--- src/rtl/profile_timeout_pkg.sv ---
// Constants for the charger profile enable and timeout register bank.
package profile_timeout_pkg;

  // ==========================================================
  // Register offsets
  localparam logic [7:0] ADDR_LEGACY_DISABLE = 8'h21;
  localparam logic [7:0] ADDR_DCP_TIMEOUT = 8'h22;
  localparam logic [7:0] ADDR_LEGACY_TIMEOUT_LO = 8'h23;
  localparam logic [7:0] ADDR_LEGACY_TIMEOUT_HI = 8'h24;

  // ==========================================================
  // Reset values and implemented-bit masks
  localparam logic [7:0] RST_LEGACY_DISABLE = 8'h00;
  localparam logic [7:0] RST_DCP_TIMEOUT = 8'h10;
  localparam logic [7:0] RST_LEGACY_TIMEOUT_LO = 8'h6c;
  localparam logic [7:0] RST_LEGACY_TIMEOUT_HI = 8'h01;
  localparam logic [7:0] MASK_LEGACY_DISABLE = 8'h7f;
  localparam logic [7:0] MASK_DCP_TIMEOUT = 8'h3f;
  localparam logic [7:0] MASK_LEGACY_TIMEOUT_LO = 8'hff;
  localparam logic [7:0] MASK_LEGACY_TIMEOUT_HI = 8'h3f;

  // ==========================================================
  // Field positions
  localparam int DCP_SEL_LSB = 4;
  localparam int NUM_LEGACY = 7;

  // ==========================================================
  // Applied profile codes
  localparam logic [3:0] PROFILE_DCP = 4'h2;
  localparam logic [3:0] PROFILE_LEGACY1 = 4'h3;
  localparam logic [3:0] PROFILE_LEGACY7 = 4'h9;

  // ==========================================================
  // Timeout choices in milliseconds and the clock rate
  localparam int unsigned TIME_SEL0_MS = 800;
  localparam int unsigned TIME_SEL1_MS = 1600;
  localparam int unsigned TIME_SEL2_MS = 6400;
  localparam int unsigned TIME_SEL3_MS = 12800;
  localparam int unsigned CLK_CYCLES_PER_MS = 25000;
  localparam int LIMIT_W = 29;

endpackage

--- src/rtl/charger_profile_enable_timeout.sv ---
// Legacy profile disable bits and per-profile emulation timeout selectors.
`timescale 1ns/1ps
`default_nettype none

// Function
// RULE1 - Bits 0-6 disable legacy profiles 1-7.
// RULE2 - Cleared disable bit lets profile join cycling.
// RULE3 - Applied profile uses its configured time limit.
// RULE4 - Global disable ignores all timeout selectors.
// RULE5 - Timeout registers keep contents during sleep.
// RULE6 - 0x22 bits 5-4 select dedicated port timeout.
// RULE7 - 0x23 holds legacy 1-4 timeout selectors.
// RULE8 - Software preserves reserved low nibble of 0x22.
// RULE9 - 0x24 holds legacy 5-7 timeout selectors.
module charger_profile_enable_timeout
  import profile_timeout_pkg::*;
#(
  parameter logic [LIMIT_W-1:0] TIME_SEL0_CYC =
    LIMIT_W'(TIME_SEL0_MS * CLK_CYCLES_PER_MS),
  parameter logic [LIMIT_W-1:0] TIME_SEL1_CYC =
    LIMIT_W'(TIME_SEL1_MS * CLK_CYCLES_PER_MS),
  parameter logic [LIMIT_W-1:0] TIME_SEL2_CYC =
    LIMIT_W'(TIME_SEL2_MS * CLK_CYCLES_PER_MS),
  parameter logic [LIMIT_W-1:0] TIME_SEL3_CYC =
    LIMIT_W'(TIME_SEL3_MS * CLK_CYCLES_PER_MS)
) (
  // Clock and reset
  input wire logic clk_i,
  input wire logic rst_n_i,
  // Register port from the management interface
  input wire logic wr_en_i,
  input wire logic rd_en_i,
  input wire logic [7:0] addr_i,
  input wire logic [7:0] wr_data_i,
  output logic [7:0] rd_data_o,
  // Emulation cycle status
  input wire logic dce_active_i,
  input wire logic [3:0] applied_profile_i,
  input wire logic global_timeout_disable_i,
  // Configuration toward the sequencer
  output logic [NUM_LEGACY-1:0] legacy_enable_o,
  output logic [7:0][1:0] timeout_sel_o,
  output logic profile_time_limit_en_o,
  output logic [LIMIT_W-1:0] profile_time_limit_o
);

  // ==========================================================
  // Storage
  logic [7:0] legacy_disable_r;
  logic [7:0] dcp_timeout_r;
  logic [7:0] legacy_lo_r;
  logic [7:0] legacy_hi_r;
  logic [7:0] rd_data_r;
  logic [7:0] rd_data_nxt;
  logic [7:0][1:0] sel;
  logic [1:0] cur_sel;
  logic cur_valid;
  logic [LIMIT_W-1:0] limit_nxt;

  // ==========================================================
  // Register writes
  // Only power-on reset clears these; sleep has no path to them.
  always_ff @(posedge clk_i or negedge rst_n_i) begin
    if (!rst_n_i) begin
      legacy_disable_r <= RST_LEGACY_DISABLE; // RULE5
    end else if (wr_en_i && addr_i == ADDR_LEGACY_DISABLE) begin
      legacy_disable_r <= wr_data_i & MASK_LEGACY_DISABLE; // RULE1
    end
  end

  // The low nibble is stored as written and read back, so a
  // read-modify-write by software keeps it intact.
  always_ff @(posedge clk_i or negedge rst_n_i) begin
    if (!rst_n_i) begin
      dcp_timeout_r <= RST_DCP_TIMEOUT; // RULE5
    end else if (wr_en_i && addr_i == ADDR_DCP_TIMEOUT) begin
      dcp_timeout_r <= wr_data_i & MASK_DCP_TIMEOUT; // RULE8
    end
  end

  always_ff @(posedge clk_i or negedge rst_n_i) begin
    if (!rst_n_i) begin
      legacy_lo_r <= RST_LEGACY_TIMEOUT_LO; // RULE5
    end else if (wr_en_i && addr_i == ADDR_LEGACY_TIMEOUT_LO) begin
      legacy_lo_r <= wr_data_i & MASK_LEGACY_TIMEOUT_LO; // RULE7
    end
  end

  always_ff @(posedge clk_i or negedge rst_n_i) begin
    if (!rst_n_i) begin
      legacy_hi_r <= RST_LEGACY_TIMEOUT_HI; // RULE5
    end else if (wr_en_i && addr_i == ADDR_LEGACY_TIMEOUT_HI) begin
      legacy_hi_r <= wr_data_i & MASK_LEGACY_TIMEOUT_HI; // RULE9
    end
  end

  // ==========================================================
  // Read back
  always_comb begin
    rd_data_nxt = 8'h00;
    if (addr_i == ADDR_LEGACY_DISABLE) begin
      rd_data_nxt = legacy_disable_r;
    end else if (addr_i == ADDR_DCP_TIMEOUT) begin
      rd_data_nxt = dcp_timeout_r;
    end else if (addr_i == ADDR_LEGACY_TIMEOUT_LO) begin
      rd_data_nxt = legacy_lo_r;
    end else if (addr_i == ADDR_LEGACY_TIMEOUT_HI) begin
      rd_data_nxt = legacy_hi_r;
    end
  end

  always_ff @(posedge clk_i or negedge rst_n_i) begin
    if (!rst_n_i) begin
      rd_data_r <= 8'h00;
    end else if (rd_en_i) begin
      rd_data_r <= rd_data_nxt;
    end
  end

  assign rd_data_o = rd_data_r;

  // ==========================================================
  // Selector fields: entry 0 is the dedicated port, 1-7 legacy
  assign sel[0] = dcp_timeout_r[DCP_SEL_LSB +: 2]; // RULE6
  genvar g;
  for (g = 1; g <= NUM_LEGACY; g++) begin : g_legacy
    if (g <= 4) begin : g_lo
      assign sel[g] = legacy_lo_r[8-2*g +: 2]; // RULE7
    end else begin : g_hi
      assign sel[g] = legacy_hi_r[14-2*g +: 2]; // RULE9
    end
  end

  // ==========================================================
  // Time limit of the profile being applied
  always_comb begin
    cur_sel = 2'h0;
    cur_valid = 1'b0;
    if (applied_profile_i == PROFILE_DCP) begin
      cur_sel = sel[0];
      cur_valid = 1'b1;
    end else if (applied_profile_i >= PROFILE_LEGACY1 &&
                 applied_profile_i <= PROFILE_LEGACY7) begin
      cur_sel = sel[3'(applied_profile_i - PROFILE_DCP)];
      cur_valid = 1'b1;
    end
    case (cur_sel)
      2'h0: limit_nxt = TIME_SEL0_CYC;
      2'h1: limit_nxt = TIME_SEL1_CYC;
      2'h2: limit_nxt = TIME_SEL2_CYC;
      default: limit_nxt = TIME_SEL3_CYC; // RULE6
    endcase
  end

  always_ff @(posedge clk_i or negedge rst_n_i) begin
    if (!rst_n_i) begin
      profile_time_limit_en_o <= 1'b0;
      profile_time_limit_o <= TIME_SEL0_CYC;
    end else begin
      profile_time_limit_en_o <= dce_active_i && cur_valid &&
                                 !global_timeout_disable_i; // RULE3 RULE4
      profile_time_limit_o <= limit_nxt; // RULE3
    end
  end

  // ==========================================================
  // Configuration outputs
  always_ff @(posedge clk_i or negedge rst_n_i) begin
    if (!rst_n_i) begin
      legacy_enable_o <= ~RST_LEGACY_DISABLE[NUM_LEGACY-1:0];
    end else begin
      legacy_enable_o <= ~legacy_disable_r[NUM_LEGACY-1:0]; // RULE2
    end
  end

  // The sequencer sees the selectors one cycle after a write lands.
  always_ff @(posedge clk_i or negedge rst_n_i) begin
    if (!rst_n_i) begin
      timeout_sel_o <= '0;
    end else begin
      timeout_sel_o <= sel;
    end
  end

endmodule

`default_nettype wire

--- config.mk ---
export PLATFORM = sky130hd
export DESIGN_NAME = charger_profile_enable_timeout
export DESIGN_NICKNAME = d
export VERILOG_FILES = /design/src/rtl/profile_timeout_pkg.sv /design/src/rtl/charger_profile_enable_timeout.sv
export SDC_FILE = /design/constraint.sdc
export NUM_CORES = 1
export LEC_CHECK = 0
export BUFFER_PORTS_ARGS = -buffer_cell sky130_fd_sc_hd__buf_2
export CAP_MARGIN = 30
export CELL_PAD_IN_SITES_DETAIL_PLACEMENT = 0
export CELL_PAD_IN_SITES_GLOBAL_PLACEMENT = 1
export CORE_MARGIN = 2
export CORE_UTILIZATION = 44
export CTS_CLUSTER_SIZE = 20
export DETAILED_ROUTE_END_ITERATION = 7
export PLACE_DENSITY_LB_ADDON = 0.1
export REMOVE_ABC_BUFFERS = 1
export SETUP_SLACK_MARGIN = 0.5
export SLEW_MARGIN = 20
export SYNTH_ARGS = -nofsm -noshare
export SYNTH_HDL_FRONTEND = slang
export SYNTH_SLANG_ARGS = --single-unit
--- constraint.sdc ---
create_clock -name clk_i -period 5.55 [get_ports clk_i]
set_clock_uncertainty 0.2 [all_clocks]
set_input_delay 1.665 -clock clk_i [delete_from_list [all_inputs] [get_ports clk_i]]
set_output_delay 1.665 -clock clk_i [all_outputs]
set_load 0.03 [all_outputs]
After elaboration in Yosys (flattened, before gate mapping)
Cells that the tools add are included. Widths: inputs -> output; s select.

Register bits: 88. Output and inout port bits: 61. Logic and storage cells: 48.

Bitwise logic cells: 1. Eq/ne operators: 7. Reduce and logical (&&, ||, !) cells: 9. Add/subtract/negate cells: 1. Muxes and demuxes: 11. $lt $le $gt $ge: 3.

Operators with widths (number): $pmux 29 s3 (1); $eq 8x6->1 const B (4); $mux 8 (3); $logic_and 1x1->1 (7); $not 7->7 (1); $bmux 2 s3 (1); $mux 2 (3); $mux 6 (1); $eq 4x2->1 const B (1); $ge 4x2->1 const B (1); $le 4x4->1 const B (1); $lt 3x4->1 const B (1); $sub 3x2->3 const B (1); $eq 2x1->1 const B (1); $eq 2x2->1 const B (1); $logic_not 2->1 (1); $mux 1 (2); $logic_not 1->1 (1).

Logic depth before layout (Yosys ltp)
Depth in word-level cells: 7. Depth in mapped cells: 8. Gate-level depth less buffers: 7.

Worst setup path after synthesis
No wires, ideal clock.

Path kind: input to register. From: input port applied_profile_i[1]. To: register profile_time_limit_o[21]. Setup time: 0.076 ns. Stages on the path: 8. Path slack: 2.145 ns. Arrival time: 3.129 ns. Cells stage by stage: clkbuf_1 > mux2i_1 > nor2_1 > o221a_2 > or2_2 > ha_1 > nor2_1 > nor2_1.

Word-level cells in the longest chain between the ends: 7. Elaborated cells between the ends (all ways): 13.

RTL lines: start: declaration (line charger_profile_enable_timeout.sv:38) `input wire logic [3:0] applied_profile_i,`; $sub 3x2->3 (line charger_profile_enable_timeout.sv:144) `cur_sel = sel[3'(applied_profile_i - PROFILE_DCP)];`; $bmux 2 s3 (line charger_profile_enable_timeout.sv:144); $mux 2 (implied by the code) (line charger_profile_enable_timeout.sv:144); $mux 2 (line charger_profile_enable_timeout.sv:142) `end else if (applied_profile_i >= PROFILE_LEGACY1 &&`; $mux 2 (*) (line charger_profile_enable_timeout.sv:139) `if (applied_profile_i == PROFILE_DCP) begin`; $eq 2x2->1, or another cell as far along (line charger_profile_enable_timeout.sv:147) `case (cur_sel)`; $pmux 29 s3 (*) (line charger_profile_enable_timeout.sv:147); via limit_nxt[21] (line charger_profile_enable_timeout.sv:58) `logic [LIMIT_W-1:0] limit_nxt;`; end signal: assignment (line charger_profile_enable_timeout.sv:162) `profile_time_limit_o <= limit_nxt;`; end: declaration (line charger_profile_enable_timeout.sv:44) `output logic [LIMIT_W-1:0] profile_time_limit_o`.

The timed path passes the listed nets; every way through them passes the cells marked *. The select of a mux whose other input is x is not followed. A chain may end at the register's enable or synchronous reset.

Final worst setup path
From: input port applied_profile_i[0]. To: register profile_time_limit_o[21].

The elaborated chain is that of the path after synthesis.

==> impl_metrics.csv <==
group,metric,value,unit
synth,synth_mux_area_share,12.86,%
critical_path,end_kind,"register",
synth,ys_seq_elements,70,
synth,syn_area,3007,µm²
place,hpwl,4291,µm
global_route,grt_max_degree,39,
synth,synthXorXnorAreaFrac,0.2913,%
sta,finalHoldViolations,0,
synth,yosys_warnings,0,
power,p_int,0.9288,mW
global_route,grt_pass1_vias,1850,
synth,synthFlopType,"dfrtp_1",
cells_and_area,antennaDiodeCount,0,
critical_path,worstSetupStartpointType,"input pin",
power,clock_power_share,44.1,%
clocking,numCtsBuffers,9,
drt,drtPass1Iterations,4,
clocking,path_clk_slew,0.08,ns
floorplanning,io_pins,87,
global_route,grt_pass1_wl,9390,µm
global_route,antenna_found_initial,0,
power,switchingPower,0.3101,mW
place,dp_cells,371,
floorplanning,fp.dieH,86.67,µm
floorplanning,dieWidth,86.67,µm
synth,synth_top_family_by_area,"multiplexers",
synth,synth-edff-count,0,
clocking,ctsHoldBuffers,0,
sta,holdWs,0.2063,ns
cells_and_area,stdcell_count,387,
clocking,clockBufferDepth,2,
sta,setup_viol,0,
place,gp_congestion,0.7230,
critical_path,required,5.63,ns
drt,avgRoutedWirePerCell,15.36,µm
cells_and_area,drive_gt1_share,49.19,%
clocking,cts_setup_buffers,0,
clocking,cts_tree,"done",
power,p_total,1.239,mW
drt,postRouteAntennaNets,0,
power,leakage,1.852,nW
synth,avgSynthCellArea,13.02,µm²
cells_and_area,seq_area,1775,µm²
sta,rsz0062_at_grt,"false",
floorplanning,core_area,6719,µm²
sta,relSlewSlack,50.17,%
synth,synth_compound_area_share,8.573,%
sta,clock.fmax,303.0,MHz
clocking,cts_resized,0,
clocking,root_buffer,"clkbuf_8",
cells_and_area,nets,332,
sta,setup-tns-final,0,ns
drt,drc_errors,0,
drt,drt_iter0_markers,54,
floorplanning,num_rows,30,
cells_and_area,finalInstanceArea,3632,µm²
cells_and_area,syn_to_final_growth,20.81,%
power,p_seq_share,44.8,%
synth,synthAdderAreaFrac,1.665,%
sta,min_period_over_period,59.47,%
critical_path,crit_path_max_fanout,12,
power,power.share.combinational,11.2,%
synth,synthArstFlopShare,100.0,%
place,io_buffers,76,
power,p_per_area,341.1,nW/µm²
sta,min_period,3.301,ns
global_route,overflow,0,
floorplanning,dieArea,7511,µm²
drt,post_drt_via_cell_ratio,4.972,
cells_and_area,multi_input_area,1039,µm²
power,p_sw_share,25.03,%
job,cap_violations,0,
clocking,clock_latency,0.34,ns
drt,wirelength,5943,µm
critical_path,cp.arrival,3.38,ns
hold_path,hp-class,"register to register",
outcome,outcome,"completed",
critical_path,critical_path_class,"input pin to register",
clocking,cts.sinks,70,
sta,worst_pin_slew,0.7475,ns
synth,synth.distinct_cells,42,
sta,finalMaxSlewViolations,0,
synth,yosysSeqAreaShare,59.05,%
place,placed_cell_area,3362,µm²
power,vdd_drop_max,0.1829,mV
drt,vias,1924,
cells_and_area,fillCellCount,615,
global_route,track_usage,16.54,%
floorplanning,initial_core_util,44.75,%
clocking,h-tree-depth,3,
synth,yosys.area_share.simple,9.904,%
synth,netlist_instances,231,
area by class of cell:
class,count,area share [%]
flip-flops and latches,70,48.88
clock inverters,7,4.030
multi-input cells,128,28.59
repair buffers,77,10.68
inverters,16,1.653
clock buffers,9,3.410
well taps,80,2.756
synthesized netlist by cell type (2+ instances only):
cell type | count | area [µm²]
nor3b_1 | 3 | 22.52
o22a_1 | 4 | 35.03
o2bb2ai_1 | 2 | 17.52
a31oi_1 | 2 | 12.51
dfrtp_1 | 51 | 1276
mux2i_1 | 6 | 60.06
a21oi_1 | 7 | 35.03
clkbuf_1 | 7 | 26.28
ha_1 | 4 | 50.05
nand2_1 | 3 | 11.26
a22oi_1 | 6 | 45.04
a2bb2oi_1 | 2 | 17.52
o21ai_0 | 5 | 25.02
nand2b_1 | 4 | 25.02
nor2_1 | 11 | 41.29
inv_1 | 16 | 60.06
nor2b_1 | 6 | 37.54
o32ai_1 | 4 | 35.03
dfstp_2 | 19 | 499.2
buf_4 | 18 | 135.1
nand3_1 | 2 | 10.01
mux2_2 | 29 | 326.6
cells in the final DEF (no fill, tap or decap), types with 2 or more instances in the layout:
cell | synthesis | routed
buf_2 | 1 | 76
mux2i_1 | 6 | 6
nand3_1 | 2 | 2
a21oi_1 | 7 | 7
bufinv_16 | 0 | 4
o22a_1 | 4 | 4
a22oi_1 | 6 | 6
o21ai_0 | 5 | 5
nor2b_1 | 6 | 6
nand2b_1 | 4 | 4
inv_1 | 16 | 16
ha_1 | 4 | 4
dfstp_2 | 19 | 19
conb_1 | 1 | 10
clkinv_4 | 0 | 3
nor2_1 | 11 | 11
a31oi_1 | 2 | 2
nor3b_1 | 3 | 3
nand2_1 | 3 | 3
a2bb2oi_1 | 2 | 2
o32ai_1 | 4 | 4
dfrtp_1 | 51 | 51
o2bb2ai_1 | 2 | 2
clkbuf_8 | 0 | 9
mux2_2 | 29 | 29
layer usage:
layer	routed length, µm	share of wire [%]	GRT usage [%]	vias to the layer above
li1	-	-	-	924
met2	2621	44	24.48	65
met5	0	0	0	-
met4	98	1.6	7.244	0
met1	2901	49	23.05	926
met3	322	5.4	4.190	9
per-stage QoR:
stage | setup slack, ns | util, %
floorplan | 2.273 | -
global placement | 1.963 | 50.04
detailed placement | 1.909 | 50.04
CTS | 2.264 | 54.06
global route | 2.131 | 54.06
finish | 2.249 | 54.06
power by group through the flow:
stage,registers [mW],clock network [mW],logic (mW)
after CTS,0.555,0.560,0.140
after global placement,0.564,0,0.139
after floorplan,0.602,0,0.0432
after detailed placement,0.565,0,0.140
after global routing,0.558,0.581,0.150
final,0.555,0.546,0.138
worst max-delay path, cell delays in order:
cell and delay [ns]:
buf_2 0.22, mux2_2 0.36, a2bb2oi_1 0.14, a32oi_1 0.49, inv_1 0.14, ha_1 0.25, nor2_1 0.12
kinds of logic (layout without fill, tap and decap cells):
logic type / after synthesis / count (layout)
flops: 70 / 70
simple gates: 42 / 42
buf+inv: 42 / 109
compound gates: 36 / 36
mux: 35 / 35
fa+ha+maj: 4 / 4
other cells: 1 / 10
xor+xnor: 1 / 1
final timing paths:
path	from	to	slack (ns)	cells past startpoint
setup / recovery	applied_profile_i[0]	profile_time_limit_o[21]	2.25	7
hold / removal	legacy_disable_r[6]	legacy_enable_o[6]	0.21	1
setup reg to reg	legacy_lo_r[3]	profile_time_limit_o[21]	3.51	6
hold reg to reg	legacy_disable_r[6]	legacy_enable_o[6]	0.21	1
max in group asynchronous	rst_n_i	legacy_enable_o[1]	2.99	2
min in group asynchronous	rst_n_i	dcp_timeout_r[0]	1.19	1
sequential cells by signal, indices dropped and copies added (netlist names), 6 cells and up:
register	cells
timeout_sel_o	16
profile_time_limit_o	11
legacy_lo_r	8
rd_data_o	8
legacy_disable_r	7
legacy_enable_o	7
dcp_timeout_r	6
legacy_hi_r	6
Note: power is estimated with default switching activity, not from simulation.
